**src/rtl/pcc_map.svh**
```systemverilog
`ifndef PCC_MAP_SVH
`define PCC_MAP_SVH

// Register byte offsets
`define PCC_CFG_OFF 12'h0D9
`define PCC_CMP_BASE_OFF 12'h100
`define PCC_RLD_BASE_OFF 12'h180
`define PCC_CNT_OFF 12'h200
`define PCC_WIDE_OFF 12'h204
`define PCC_IRQ_STAT_OFF 12'h208
`define PCC_IRQ_CLR_OFF 12'h20C
`define PCC_IRQ_EN_OFF 12'h210

// Configuration register fields
`define PCC_RELOAD_REGISTER_SELECT_BIT 7
`define PCC_CYCLE_OVERFLOW_IRQ_ENABLE_BIT 6
`define PCC_CYCLE_OVERFLOW_FLAG_BIT 5
`define PCC_CLSEL_HI 1
`define PCC_CLSEL_LO 0
`define PCC_CFG_RST 8'h00

// Other reset values
`define PCC_CNT_RST 16'h0000
`define PCC_CMP_RST 16'h0000
`define PCC_WIDE_RST 8'h00
`define PCC_IRQ_RST 1'b0

`endif

```
**src/rtl/pcc_pkg.sv**
```systemverilog
package pcc_pkg;

	typedef enum logic [1:0]
	{
		PCC_LEN_8,
		PCC_LEN_9,
		PCC_LEN_10,
		PCC_LEN_11
	} pcc_len_t;

	typedef enum logic [1:0]
	{
		PCC_IDLE,
		PCC_ACCESS
	} pcc_apb_t;

endpackage

```
**src/rtl/pcc_pwm_cycle.sv**
```systemverilog
// Functional notes
// - Select bit clear routes compare-slot accesses to the capture/compare values.
// - Select bit set routes compare-slot accesses to the auto-reload values.
// - Reload values act only in 9, 10 and 11-bit cycle lengths.
// - Overflow interrupt enable gates the overflow flag onto the interrupt.
// - Flag sets when counter carries out of the bit chosen by length.
// - Flag set by hardware or software write of 1; only software clears.
// - Bits 4 to 2 read zero and ignore writes.
// - Length codes 00, 01, 10 give 8, 9, 10 bits.
// - Channels in 16-bit mode ignore the cycle length select.
// - Per-channel wide select picks shared short cycle or 16-bit cycle.
//
// The APB interface to the registers was left to the implementer.
`timescale 1ns/10ps
`default_nettype none
`include "pcc_map.svh"

module pcc_pwm_cycle #(
	parameter int NCH = 6
) (
	input wire logic clk_in, // System clock
	input wire logic sys_rst_in, // Async reset, active high
	input wire logic clk_en_in, // Freezes all state when low
	input wire logic cnt_tick_in, // Counter advance strobe
	input wire logic psel_in, // APB select
	input wire logic penable_in, // APB enable
	input wire logic pwrite_in, // APB direction
	input wire logic [11:0] paddr_in, // APB byte address
	input wire logic [31:0] pwdata_in, // APB write data
	output logic [31:0] prdata_out, // APB read data
	output logic pready_out, // APB ready
	output logic pslverr_out, // APB error
	output logic [NCH-1:0] pwm_out, // PWM channel outputs
	output logic [NCH-1:0] cyc_end_out, // Cycle end strobe per channel
	output logic irq_out // Interrupt request
);

	// ****************************************
	// Functions
	// ****************************************
	function automatic logic [3:0] len_bits(input pcc_pkg::pcc_len_t l);
		unique case (l)
			pcc_pkg::PCC_LEN_8: len_bits = 4'h8;
			pcc_pkg::PCC_LEN_9: len_bits = 4'h9;
			pcc_pkg::PCC_LEN_10: len_bits = 4'hA;
			pcc_pkg::PCC_LEN_11: len_bits = 4'hB;
		endcase
	endfunction

	function automatic logic [15:0] len_mask(input pcc_pkg::pcc_len_t l);
		len_mask = 16'(16'hFFFF >> (16 - len_bits(l)));
	endfunction

	// ****************************************
	// State
	// ****************************************
	logic reload_register_select;
	logic cycle_overflow_irq_enable;
	logic cycle_overflow_flag;
	pcc_pkg::pcc_len_t cycle_length_select;
	logic [15:0] main_counter;
	logic [15:0] cmp_val [NCH];
	logic [15:0] rld_val [NCH];
	logic [NCH-1:0] wide_pwm_select;
	logic irq_en;
	pcc_pkg::pcc_apb_t apb_st;
	logic [15:0] next_counter;
	logic [15:0] cmask;
	logic ovf_evt;
	logic [7:0] cfg_rd;
	logic rld_wr_seen;

	wire logic acc = psel_in & penable_in & (apb_st == pcc_pkg::PCC_ACCESS);
	wire logic wr = acc & pwrite_in;
	wire logic cfg_wr = wr & (paddr_in == `PCC_CFG_OFF);
	wire logic clr_wr = wr & (paddr_in == `PCC_IRQ_CLR_OFF);

	assign cmask = len_mask(cycle_length_select);
	assign next_counter = 16'(main_counter + 16'h0001);
	// Carry out of the selected bit of the counter
	assign ovf_evt = cnt_tick_in & ((main_counter & cmask) == cmask);
	assign cfg_rd = {reload_register_select, cycle_overflow_irq_enable,
		cycle_overflow_flag, 3'h0, cycle_length_select};
	assign rld_wr_seen = wr & reload_register_select;

	// ****************************************
	// APB handshake: one wait state
	// ****************************************
	always_ff @(posedge clk_in or posedge sys_rst_in)
	begin
		if (sys_rst_in)
			apb_st <= pcc_pkg::PCC_IDLE;
		else if (clk_en_in)
		begin
			unique case (apb_st)
				pcc_pkg::PCC_IDLE:
					if (psel_in & penable_in)
						apb_st <= pcc_pkg::PCC_ACCESS;
				pcc_pkg::PCC_ACCESS:
					apb_st <= pcc_pkg::PCC_IDLE;
			endcase
		end
	end

	always_ff @(posedge clk_in or posedge sys_rst_in)
	begin
		if (sys_rst_in)
		begin
			pready_out <= 1'b0;
			pslverr_out <= 1'b0;
			prdata_out <= 32'h0000_0000;
		end
		else if (clk_en_in)
		begin
			pready_out <= psel_in & penable_in & (apb_st == pcc_pkg::PCC_IDLE);
			pslverr_out <= 1'b0;
			prdata_out <= 32'h0000_0000;
			if (psel_in & penable_in & (apb_st == pcc_pkg::PCC_IDLE)
				& !pwrite_in)
			begin
				if (paddr_in == `PCC_CFG_OFF)
					prdata_out <= {24'h0, cfg_rd};
				else if (paddr_in == `PCC_CNT_OFF)
					prdata_out <= {16'h0, main_counter};
				else if (paddr_in == `PCC_WIDE_OFF)
					prdata_out <= 32'(wide_pwm_select);
				else if (paddr_in == `PCC_IRQ_STAT_OFF)
					prdata_out <= {31'h0, cycle_overflow_flag};
				else if (paddr_in == `PCC_IRQ_EN_OFF)
					prdata_out <= {31'h0, irq_en};
				for (int i = 0; i < NCH; i++)
				begin
					if (paddr_in == 12'(`PCC_CMP_BASE_OFF + 4 * i))
						prdata_out <= reload_register_select ?
							{16'h0, rld_val[i]} :
							{16'h0, cmp_val[i]};
				end
			end
			if (psel_in & penable_in & (apb_st == pcc_pkg::PCC_IDLE)
				& !pwrite_in & !(paddr_in inside {`PCC_CFG_OFF,
				`PCC_CNT_OFF, `PCC_WIDE_OFF, `PCC_IRQ_STAT_OFF,
				`PCC_IRQ_EN_OFF, `PCC_IRQ_CLR_OFF})
				& !((paddr_in >= `PCC_CMP_BASE_OFF)
				& (paddr_in < 12'(`PCC_CMP_BASE_OFF + 4 * NCH))
				& (paddr_in[1:0] == 2'h0)))
				pslverr_out <= 1'b1;
		end
	end

	// ****************************************
	// Configuration register
	// ****************************************
	always_ff @(posedge clk_in or posedge sys_rst_in)
	begin
		if (sys_rst_in)
		begin
			reload_register_select <= 1'b0;
			cycle_overflow_irq_enable <= 1'b0;
			cycle_length_select <= pcc_pkg::PCC_LEN_8;
		end
		else if (clk_en_in & cfg_wr)
		begin
			reload_register_select <= pwdata_in[`PCC_RELOAD_REGISTER_SELECT_BIT];
			cycle_overflow_irq_enable <= pwdata_in[`PCC_CYCLE_OVERFLOW_IRQ_ENABLE_BIT];
			cycle_length_select <= pcc_pkg::pcc_len_t'(
				pwdata_in[`PCC_CLSEL_HI:`PCC_CLSEL_LO]);
		end
	end

	// Hardware set wins over a software clear in the same cycle
	always_ff @(posedge clk_in or posedge sys_rst_in)
	begin
		if (sys_rst_in)
			cycle_overflow_flag <= 1'b0;
		else if (clk_en_in)
		begin
			if (ovf_evt)
				cycle_overflow_flag <= 1'b1;
			else if (cfg_wr)
				cycle_overflow_flag <= pwdata_in[`PCC_CYCLE_OVERFLOW_FLAG_BIT];
			else if (clr_wr & pwdata_in[0])
				cycle_overflow_flag <= 1'b0;
		end
	end

	always_ff @(posedge clk_in or posedge sys_rst_in)
	begin
		if (sys_rst_in)
		begin
			irq_en <= `PCC_IRQ_RST;
			wide_pwm_select <= NCH'(`PCC_WIDE_RST);
		end
		else if (clk_en_in & wr)
		begin
			if (paddr_in == `PCC_IRQ_EN_OFF)
				irq_en <= pwdata_in[0];
			if (paddr_in == `PCC_WIDE_OFF)
				wide_pwm_select <= pwdata_in[NCH-1:0];
		end
	end

	always_ff @(posedge clk_in or posedge sys_rst_in)
	begin
		if (sys_rst_in)
			irq_out <= 1'b0;
		else if (clk_en_in)
			irq_out <= (cycle_overflow_flag | ovf_evt)
				& cycle_overflow_irq_enable & irq_en;
	end

	// ****************************************
	// Main counter
	// ****************************************
	always_ff @(posedge clk_in or posedge sys_rst_in)
	begin
		if (sys_rst_in)
			main_counter <= `PCC_CNT_RST;
		else if (clk_en_in)
		begin
			if (wr & (paddr_in == `PCC_CNT_OFF))
				main_counter <= pwdata_in[15:0];
			else if (cnt_tick_in)
				main_counter <= next_counter;
		end
	end

	// ****************************************
	// Channels
	// ****************************************
	generate
		for (genvar g = 0; g < NCH; g++)
		begin : gen_ch
			wire logic slot_wr = wr
				& (paddr_in == 12'(`PCC_CMP_BASE_OFF + 4 * g));
			wire logic wrap = wide_pwm_select[g] ?
				(cnt_tick_in & (main_counter == 16'hFFFF)) :
				ovf_evt;
			always_ff @(posedge clk_in or posedge sys_rst_in)
			begin
				if (sys_rst_in)
				begin
					cmp_val[g] <= `PCC_CMP_RST;
					rld_val[g] <= `PCC_CMP_RST;
				end
				else if (clk_en_in)
				begin
					if (slot_wr & reload_register_select)
						rld_val[g] <= pwdata_in[15:0];
					else if (slot_wr)
						cmp_val[g] <= pwdata_in[15:0];
					else if (wrap & !wide_pwm_select[g]
						& (cycle_length_select != pcc_pkg::PCC_LEN_8))
						cmp_val[g] <= rld_val[g];
				end
			end
			always_ff @(posedge clk_in or posedge sys_rst_in)
			begin
				if (sys_rst_in)
				begin
					pwm_out[g] <= 1'b0;
					cyc_end_out[g] <= 1'b0;
				end
				else if (clk_en_in)
				begin
					cyc_end_out[g] <= wrap;
					if (wide_pwm_select[g])
						pwm_out[g] <= main_counter < cmp_val[g];
					else
						pwm_out[g] <= (main_counter & cmask)
							< (cmp_val[g] & cmask);
				end
			end
		end
	endgenerate

	// ****************************************
	// Assertions
	// ****************************************
	ovf_sets_flag_a: assert property (@(posedge clk_in) disable iff (sys_rst_in)
		clk_en_in & ovf_evt |=> cycle_overflow_flag)
		else $error("overflow did not set flag");
	flag_sticky_a: assert property (@(posedge clk_in) disable iff (sys_rst_in)
		cycle_overflow_flag & !cfg_wr & !clr_wr |=> cycle_overflow_flag)
		else $error("flag cleared without software");
	irq_gate_a: assert property (@(posedge clk_in) disable iff (sys_rst_in)
		clk_en_in & !cycle_overflow_irq_enable |=> !irq_out)
		else $error("interrupt while masked");
	irq_raise_a: assert property (@(posedge clk_in) disable iff (sys_rst_in)
		clk_en_in & cycle_overflow_flag & cycle_overflow_irq_enable & irq_en
		|=> irq_out)
		else $error("interrupt missing");
	unused_zero_a: assert property (@(posedge clk_in) disable iff (sys_rst_in)
		clk_en_in & psel_in & penable_in & (apb_st == pcc_pkg::PCC_IDLE)
		& !pwrite_in & (paddr_in == `PCC_CFG_OFF) |=> prdata_out[4:2] == 3'h0)
		else $error("unused bits not zero");
	len_map_a: assert property (@(posedge clk_in) disable iff (sys_rst_in)
		cmask == 16'(16'hFFFF >> (16 - 4'h8 - cycle_length_select)))
		else $error("cycle length mask wrong");
	len11_a: assert property (@(posedge clk_in) disable iff (sys_rst_in)
		cycle_length_select == pcc_pkg::PCC_LEN_11 |-> cmask == 16'h07FF)
		else $error("11-bit mask wrong");
	sel_route_a: assert property (@(posedge clk_in) disable iff (sys_rst_in)
		clk_en_in & wr & (paddr_in == `PCC_CMP_BASE_OFF)
		& !reload_register_select |=> cmp_val[0] == $past(pwdata_in[15:0]))
		else $error("compare write lost");
	rld_route_a: assert property (@(posedge clk_in) disable iff (sys_rst_in)
		clk_en_in & wr & (paddr_in == `PCC_CMP_BASE_OFF)
		& reload_register_select |=> rld_val[0] == $past(pwdata_in[15:0]))
		else $error("reload write lost");
	rld_8bit_a: assert property (@(posedge clk_in) disable iff (sys_rst_in)
		clk_en_in & (cycle_length_select == pcc_pkg::PCC_LEN_8) & !wr
		|=> $stable(cmp_val[0]))
		else $error("reload acted in 8-bit mode");
	wide_wrap_a: assert property (@(posedge clk_in) disable iff (sys_rst_in)
		clk_en_in & wide_pwm_select[0] & ovf_evt & (main_counter != 16'hFFFF)
		|=> !cyc_end_out[0])
		else $error("wide channel followed short cycle");
	rdy_a: assert property (@(posedge clk_in) disable iff (sys_rst_in)
		clk_en_in & pready_out |=> !pready_out)
		else $error("ready held");
	wide_end_a: assert property (@(posedge clk_in) disable iff (sys_rst_in)
		clk_en_in & wide_pwm_select[0] & cnt_tick_in
		& (main_counter == 16'hFFFF) |=> cyc_end_out[0])
		else $error("wide channel missed 16-bit wrap");
	rld_copy_a: assert property (@(posedge clk_in) disable iff (sys_rst_in)
		clk_en_in & ovf_evt & !wr & !wide_pwm_select[0]
		& (cycle_length_select != pcc_pkg::PCC_LEN_8)
		|=> cmp_val[0] == $past(rld_val[0]))
		else $error("reload not applied at wrap");
	freeze_cnt_a: assert property (@(posedge clk_in) disable iff (sys_rst_in)
		!clk_en_in |=> $stable(main_counter))
		else $error("counter moved while frozen");

	// Main scenarios
	ovf_c: cover property (@(posedge clk_in) disable iff (sys_rst_in)
		ovf_evt);
	irq_c: cover property (@(posedge clk_in) disable iff (sys_rst_in)
		irq_out);
	rld_c: cover property (@(posedge clk_in) disable iff (sys_rst_in)
		rld_wr_seen);
	wide_c: cover property (@(posedge clk_in) disable iff (sys_rst_in)
		wide_pwm_select[0] & cyc_end_out[0]);

endmodule
`default_nettype wire

```
**config.mk**
```make
export PLATFORM = sky130hd
export DESIGN_NAME = pcc_pwm_cycle
export DESIGN_NICKNAME = d
export VERILOG_FILES = /design/src/rtl/pcc_pkg.sv /design/src/rtl/pcc_pwm_cycle.sv
export VERILOG_INCLUDE_DIRS = /design/src /design/src/rtl
export SDC_FILE = /design/constraint.sdc
export NUM_CORES = 1
export LEC_CHECK = 0
export BUFFER_PORTS_ARGS = -buffer_cell sky130_fd_sc_hd__buf_2
export CORE_MARGIN = 3
export CORE_UTILIZATION = 50
export CTS_CLUSTER_DIAMETER = 40
export CTS_CLUSTER_SIZE = 24
export DETAILED_ROUTE_END_ITERATION = 10
export PLACE_DENSITY = 0.7
export SETUP_SLACK_MARGIN = 0.02
export SKIP_LAST_GASP = 1
export SLEW_MARGIN = 10
export SYNTH_ARGS = -nofsm -noshare
export SYNTH_HDL_FRONTEND = slang
export SYNTH_SLANG_ARGS = --single-unit
```
**constraint.sdc**
```tcl
create_clock -name clk_in -period 8.5 [get_ports clk_in]
set_clock_uncertainty 0.15 [all_clocks]
set_input_delay 2.125 -clock clk_in [delete_from_list [all_inputs] [get_ports clk_in]]
set_output_delay 2.125 -clock clk_in [all_outputs]
set_load 0.05 [all_outputs]
```
==> results.sh, run 1 <==
export IMPL_ys_ff_latch=252
export IMPL_seq_area_frac_synth_pct=36.9
export IMPL_netlist_area_mm2=0.0171
export IMPL_status="finished, final reports clean"
export IMPL_worst_slew_pin_slew_ns=1.05
export IMPL_yosys_top_cells_area="dfrtp_1, mux2i_1, ha_1"
export IMPL_drive_above_1_share_pct=18.3
export IMPL_fin_ws_ns=3.50
export IMPL_start_util_pct=50.8
export IMPL_finalSetupViolCount=0
export IMPL_syn_area_per_cell_um2=10.4
export IMPL_grt_pass1_wl_mm=83.9
export IMPL_n_fill_cell=2831
export IMPL_cts_buffers=42
export IMPL_drt_iter0_markers=1398
export IMPL_timing_fmax_mhz=200
export IMPL_cts_max_path_buffers=3
export IMPL_post_cts_buffers=0
export IMPL_dpl_hpwl_mm=38.0
export IMPL_p_leak_nw=9.97
export IMPL_yosysWarningCount=0
export IMPL_gp_congestion=0.949
export IMPL_antenna_found_initial=0
export IMPL_synth_edf_count=0
export IMPL_maxCapViolCount=0
export IMPL_rsz0062_at_grt="no"
export IMPL_antenna_left=0
export IMPL_peakVddDrop_mv=0.132
export IMPL_synth_ff_type="dfrtp_1"
export IMPL_clockRootBuffer="clkbuf_16"
export IMPL_start_kind="input pin"
export IMPL_cts_tree="done"
export IMPL_cts_resized_gates=0
export IMPL_grt_max_degree=159
export IMPL_slew_headroom_pct=28.2
export IMPL_period_share_pct=58.9
export IMPL_fin_nets=1903
export IMPL_crit_path_end_kind="flop"
export IMPL_crit_arrival_ns=5.28
export IMPL_routedWlPerCell_um=25.3
export IMPL_maxSlewViolCount=0
export IMPL_chipWidth_um=191
export IMPL_clk_pin_slew_ns=0.05
export IMPL_h_tree_depth=2
export IMPL_vias=13926
export IMPL_synthArstFlopShare_pct=100
export IMPL_setup_tns_final_ns=0
export IMPL_cts_sinks=252
export IMPL_syn_inst=1650
export IMPL_synth_top_area_share_pct=36.9
export IMPL_hold_buffers=0
export IMPL_synth_cell_types=79
export IMPL_grt_pass1_vias=14013
export IMPL_crit_type="in -> reg"
export IMPL_drt_wl_total_mm=55.3
export IMPL_synth_area_leader_cell="dfrtp_1"
export IMPL_pin_count=98
export IMPL_total_power_w=0.00344
export IMPL_worstSkewPairLatency_ns=0.55
export IMPL_grt_ovfl_total=0
export IMPL_numPortBuffers=65
export IMPL_path_max_fanout=18
export IMPL_dpl_worst_slack_ns=2.96
export IMPL_final_cell_mix="dfrtp_1, mux2i_1, ha_1, nand2_1"
export IMPL_finalHoldViolCount=0
export IMPL_dieArea_mm2=0.0364
export IMPL_gr_usage_all_layers_pct=30.4
export IMPL_fp_row_count=67
export IMPL_crit_required_ns=8.78
export IMPL_dr_pass1_iters=7
export IMPL_syn_to_final_growth_pct=12.6
export IMPL_power_density_mw_per_mm2=179
export IMPL_layout_commonest_cell="dfrtp_1"
export IMPL_dieHeight_um=191
export IMPL_via_per_inst=6.36
export IMPL_hp_class="reg -> reg"
export IMPL_period_needed_ns=5.00
export IMPL_core_mm2=0.0336
export IMPL_route_detailed_drc=0
[logic make-up after synthesis]
family | count (synthesis) | share of synthesized area (%)
flip-flops | 252 | 36.9
AO/OA/AOI/OAI | 320 | 12.2
AND/OR/NAND/NOR | 344 | 10.9
other | 2 | 0.0439
multiplexers | 374 | 23.5
buffers and inverters | 212 | 5.74
adder cells (fa/ha/maj) | 146 | 10.7
[sequential cells by signal (all words and copies together) (netlist names), 2 cells and up]
name and flops:
pwm_out 6, prdata_out 16, cycle_length_select 2, cmp_val 96
rld_val 96, cyc_end_out 6, wide_pwm_select 6, main_counter 16
[stage by stage]
step                area [um2]  util (%)  hold slack, ns  cells
finish                   19200      57.2           0.335   2188
global route             19200      57.2           0.351   2187
CTS                      19200      57.2           0.336   2187
detailed placement       17700      52.7           0.323   2110
global placement         17700      52.7           0.319   2110
floorplan                17200         -           0.326   1676
[per-layer routing]
metal / vias up / wire length, um / GRT usage (%)
met2: 660 / 25000 / 47.9
met1: 6928 / 22700 / 40.7
li1: 6184 / - / -
met3: 154 / 5000 / 5.75
met4: 0 / 2550 / 13.7
met5: - / 0 / 0
[final cells by class]
class,instances,area [um2],area share [%]
diodes,1,2.50,0.0130
repair buffers,88,510,2.65
inverters,110,417,2.17
multi-input cells,1212,9910,51.5
well taps,448,561,2.91
clock inverters,23,330,1.72
flip-flops and latches,252,6310,32.8
clock buffers,54,1190,6.19
[synth_stat cells (6+ instances only)]
library cell  count
o2bb2ai_1        13
and3_1            8
nand4_1          28
a2bb2oi_1         6
mux2_2          108
mux4_2           10
o21ai_0          75
dfrtp_1         252
a31oi_1           7
nor2_1           57
nor2b_1           9
buf_1             7
ha_1            146
mux2i_1         243
nor4_1           13
mux2_1           13
nand3_1          33
buf_6             7
o22ai_1          38
clkbuf_1         44
nor3_1           12
a21o_1           15
buf_2            16
and2_1            8
nand2b_1          7
buf_4            26
nand2_1         121
a211oi_1         24
a21oi_1          75
a2111oi_0        10
inv_1           109
[critical path: stages]
cell	delay, ns
buf_2	0.08
buf_4	0.26
nor4b_1	0.60
nand2_1	0.29
nor2_4	0.64
nor3_1	0.16
o21ai_4	0.68
mux2_2	0.41
[power by group]
group / switching, W / leakage [nW] / internal, W / total, W
Sequential: 0.0000898 / 2.99 / 0.00122 / 0.00131
Clock: 0.000643 / 0.745 / 0.00119 / 0.00183
Combinational: 0.000209 / 6.24 / 0.0000899 / 0.000299
[final timing paths]
kind / start / to / slack [ns] / cells after the start
max: paddr_in[4] / cmp_val[16]$_DFFE_PP0P_ / 3.50 / 8
min: prdata_out[5]$_DFFE_PP0P_ / prdata_out[5]$_DFFE_PP0P_ / 0.34 / 1
max reg2reg: cycle_length_select[1]$_DFFE_PP0P_ / cmp_val[48]$_DFFE_PP0P_ / 4.71 / 10
min reg2reg: prdata_out[5]$_DFFE_PP0P_ / prdata_out[5]$_DFFE_PP0P_ / 0.34 / 1
max in group asynchronous: sys_rst_in / reload_register_select$_DFFE_PP0P_ / 5.13 / 3
min in group asynchronous: sys_rst_in / rld_val[48]$_DFFE_PP0P_ / 1.65 / 2
Power figures use the tool's default switching activity.
==> run 2: changes to the inputs <==
Clock period 8.5 ns to 4.4 ns, I/O delays scaled along.
==> run 2 against run 1 <==
Utilization is 1.4 points higher. Count of clock-buffer cells in the layout grew 1. Non-clock buffer count up 33. Sequential power up 89%. Critical path depth grew 3.
==> results.sh, run 2 (same netlist as run 1, synthesis figures left out) <==
export IMPL_via_per_inst=6.33
export IMPL_n_fill_cell=2839
export IMPL_rsz0062_at_grt="no"
export IMPL_final_cell_mix="dfrtp_1, mux2i_1, ha_1, nand2_1"
export IMPL_chipWidth_um=191
export IMPL_max_stage_delay_ns=0.61
export IMPL_multi_input_area_mm2=0.00991
export IMPL_routedWlPerCell_um=24.4
export IMPL_worst_slew_pin_slew_ns=0.920
export IMPL_p_leak_nw=10.2
export IMPL_antenna_cells=0
export IMPL_cts_tree="done"
export IMPL_crit_required_ns=4.68
export IMPL_slew_headroom_pct=38.3
export IMPL_numPortBuffers=65
export IMPL_finalSetupViolCount=0
export IMPL_h_tree_depth=2
export IMPL_seqPwrFrac_pct=35.0
export IMPL_crit_type="reg -> reg"
export IMPL_path_buf_inv=2
export IMPL_syn_to_final_growth_pct=15.3
export IMPL_dpl_worst_slack_ns=0.639
export IMPL_timing_fmax_mhz=283
export IMPL_total_power_w=0.00706
export IMPL_grt_max_degree=69
export IMPL_grt_ovfl_total=0
export IMPL_maxCapViolCount=0
export IMPL_stdcell_area_mm2=0.0197
export IMPL_clk_pin_slew_ns=0.05
export IMPL_dpl_cell_area_mm2=0.0180
export IMPL_finalHoldViolCount=0
export IMPL_cts_max_path_buffers=3
export IMPL_route_detailed_drc=0
export IMPL_cts_buffers=45
export IMPL_crit_top_cell="ha_1"
export IMPL_dieArea_mm2=0.0364
export IMPL_gr_usage_all_layers_pct=29.6
export IMPL_pin_count=98
export IMPL_dieHeight_um=191
export IMPL_clockRootBuffer="clkbuf_16"
export IMPL_cts_resized_gates=0
export IMPL_clkPwrFrac_pct=55.6
export IMPL_slowest_stage="dfrtp_1"
export IMPL_fin_nets=1939
export IMPL_gp_congestion=1.00
export IMPL_maxSlewViolCount=0
export IMPL_start_util_pct=50.8
export IMPL_grt_pass1_vias=13917
export IMPL_dr_pass1_iters=7
export IMPL_p_int_w=0.00523
export IMPL_hp_class="reg -> reg"
export IMPL_fp_row_count=67
export IMPL_drive_above_1_share_pct=20.1
export IMPL_crit_arrival_ns=3.81
export IMPL_dpl_hpwl_mm=38.9
export IMPL_path_max_fanout=22
export IMPL_antenna_found_initial=1
export IMPL_period_needed_ns=3.53
export IMPL_p_sw_share_pct=25.9
export IMPL_period_share_pct=80.2
export IMPL_critical_path_top_delay_family="compound AO/OA/AOI/OAI gates"
export IMPL_peakVddDrop_mv=0.260
export IMPL_status="finished, final reports clean"
export IMPL_power_density_mw_per_mm2=358
export IMPL_worstSkewPairLatency_ns=0.54
export IMPL_drt_wl_total_mm=54.3
export IMPL_start_kind="flop"
export IMPL_post_cts_buffers=0
export IMPL_path_cells="inv_1 > ha_1 > nor2b_1 > buf_4 > and2_1 > ha_1 > a21o_1 > a2111o_1 > a41oi_1 > o41ai_1 > o221ai_1"
export IMPL_final_util_pct=58.6
export IMPL_hold_buffers=0
export IMPL_switchingPower_w=0.00183
export IMPL_seq_area_mm2=0.00631
export IMPL_cts_sinks=252
export IMPL_grt_pass1_wl_mm=82.1
export IMPL_core_mm2=0.0336
export IMPL_fin_ws_ns=0.870
export IMPL_reg_top3="cmp_val: 96 flops, rld_val: 96 flops"
export IMPL_layout_commonest_cell="dfrtp_1"
export IMPL_antenna_left=0
export IMPL_setup_tns_final_ns=0
export IMPL_p_comb_share_pct=9.4
export IMPL_crit_path_end_kind="flop"
export IMPL_drt_iter0_markers=1303
export IMPL_vias=14069
## run 2: cell types whose count changed in the layout (fill, tap and decap cells not counted), moves of 2 or more
cell / previous run / this run
clkinv_8: 3 / 0
bufinv_16: 6 / 12
buf_4: 22 / 51
clkinvlp_4: 2 / 7
clkinv_2: 6 / 3
buf_12: 1 / 5
clkbuf_1: 6 / 4
clkbuf_8: 3 / 6
## run 2: path summary, 6_finish.rpt
path | depth (start not counted) | slack [ns] | end | start
worst max-delay path | 11 | 0.87 | pwm_out[5]$_DFFE_PP0P_ | cycle_length_select[1]$_DFFE_PP0P_
worst min-delay path | 1 | 0.34 | prdata_out[2]$_DFFE_PP0P_ | prdata_out[2]$_DFFE_PP0P_
worst max register to register | 11 | 0.87 | pwm_out[5]$_DFFE_PP0P_ | cycle_length_select[1]$_DFFE_PP0P_
worst min register to register | 1 | 0.34 | prdata_out[2]$_DFFE_PP0P_ | prdata_out[2]$_DFFE_PP0P_
max in group asynchronous | 3 | 2.55 | main_counter[13]$_DFFE_PP0P_ | sys_rst_in
min in group asynchronous | 2 | 0.53 | rld_val[51]$_DFFE_PP0P_ | sys_rst_in
## run 2: routing by layer
layer  vias to the layer above  routed length [um]  global-route usage [%]
met5                         -                   0                       0
li1                       6240                   -                       -
met4                         0                2670                    13.3
met1                      6967               22300                    39.2
met3                       180                4990                    6.93
met2                       682               24400                    46.4
## run 2: area by class of cell
class,count,share of cell area (%)
clock inverter,26,2.36
inverter,110,2.12
tap,448,2.85
multi-input combinational,1212,50.3
sequential,252,32.0
clock buffer,55,6.21
timing repair buffer,121,4.10
## run 2: power by group through the flow
stage          logic (W)  registers [W]  clock network [W]
3_3_place_gp    0.000625        0.00250                  0
4_1_cts         0.000652        0.00247            0.00396
2_1_floorplan   0.000370        0.00251                  0
3_5_place_dp    0.000646        0.00250                  0
5_1_grt         0.000722        0.00247            0.00407
6_report        0.000661        0.00247            0.00392
## run 2: metrics by stage
| stage | instances | hold WS [ns] |
|---|---|---|
| 2_1_floorplan | 1676 | 0.326 |
| 3_3_place_gp | 2143 | 0.318 |
| 3_5_place_dp | 2143 | 0.321 |
| 4_1_cts | 2224 | 0.338 |
| 5_1_grt | 2224 | 0.343 |
| 6_report | 2224 | 0.336 |
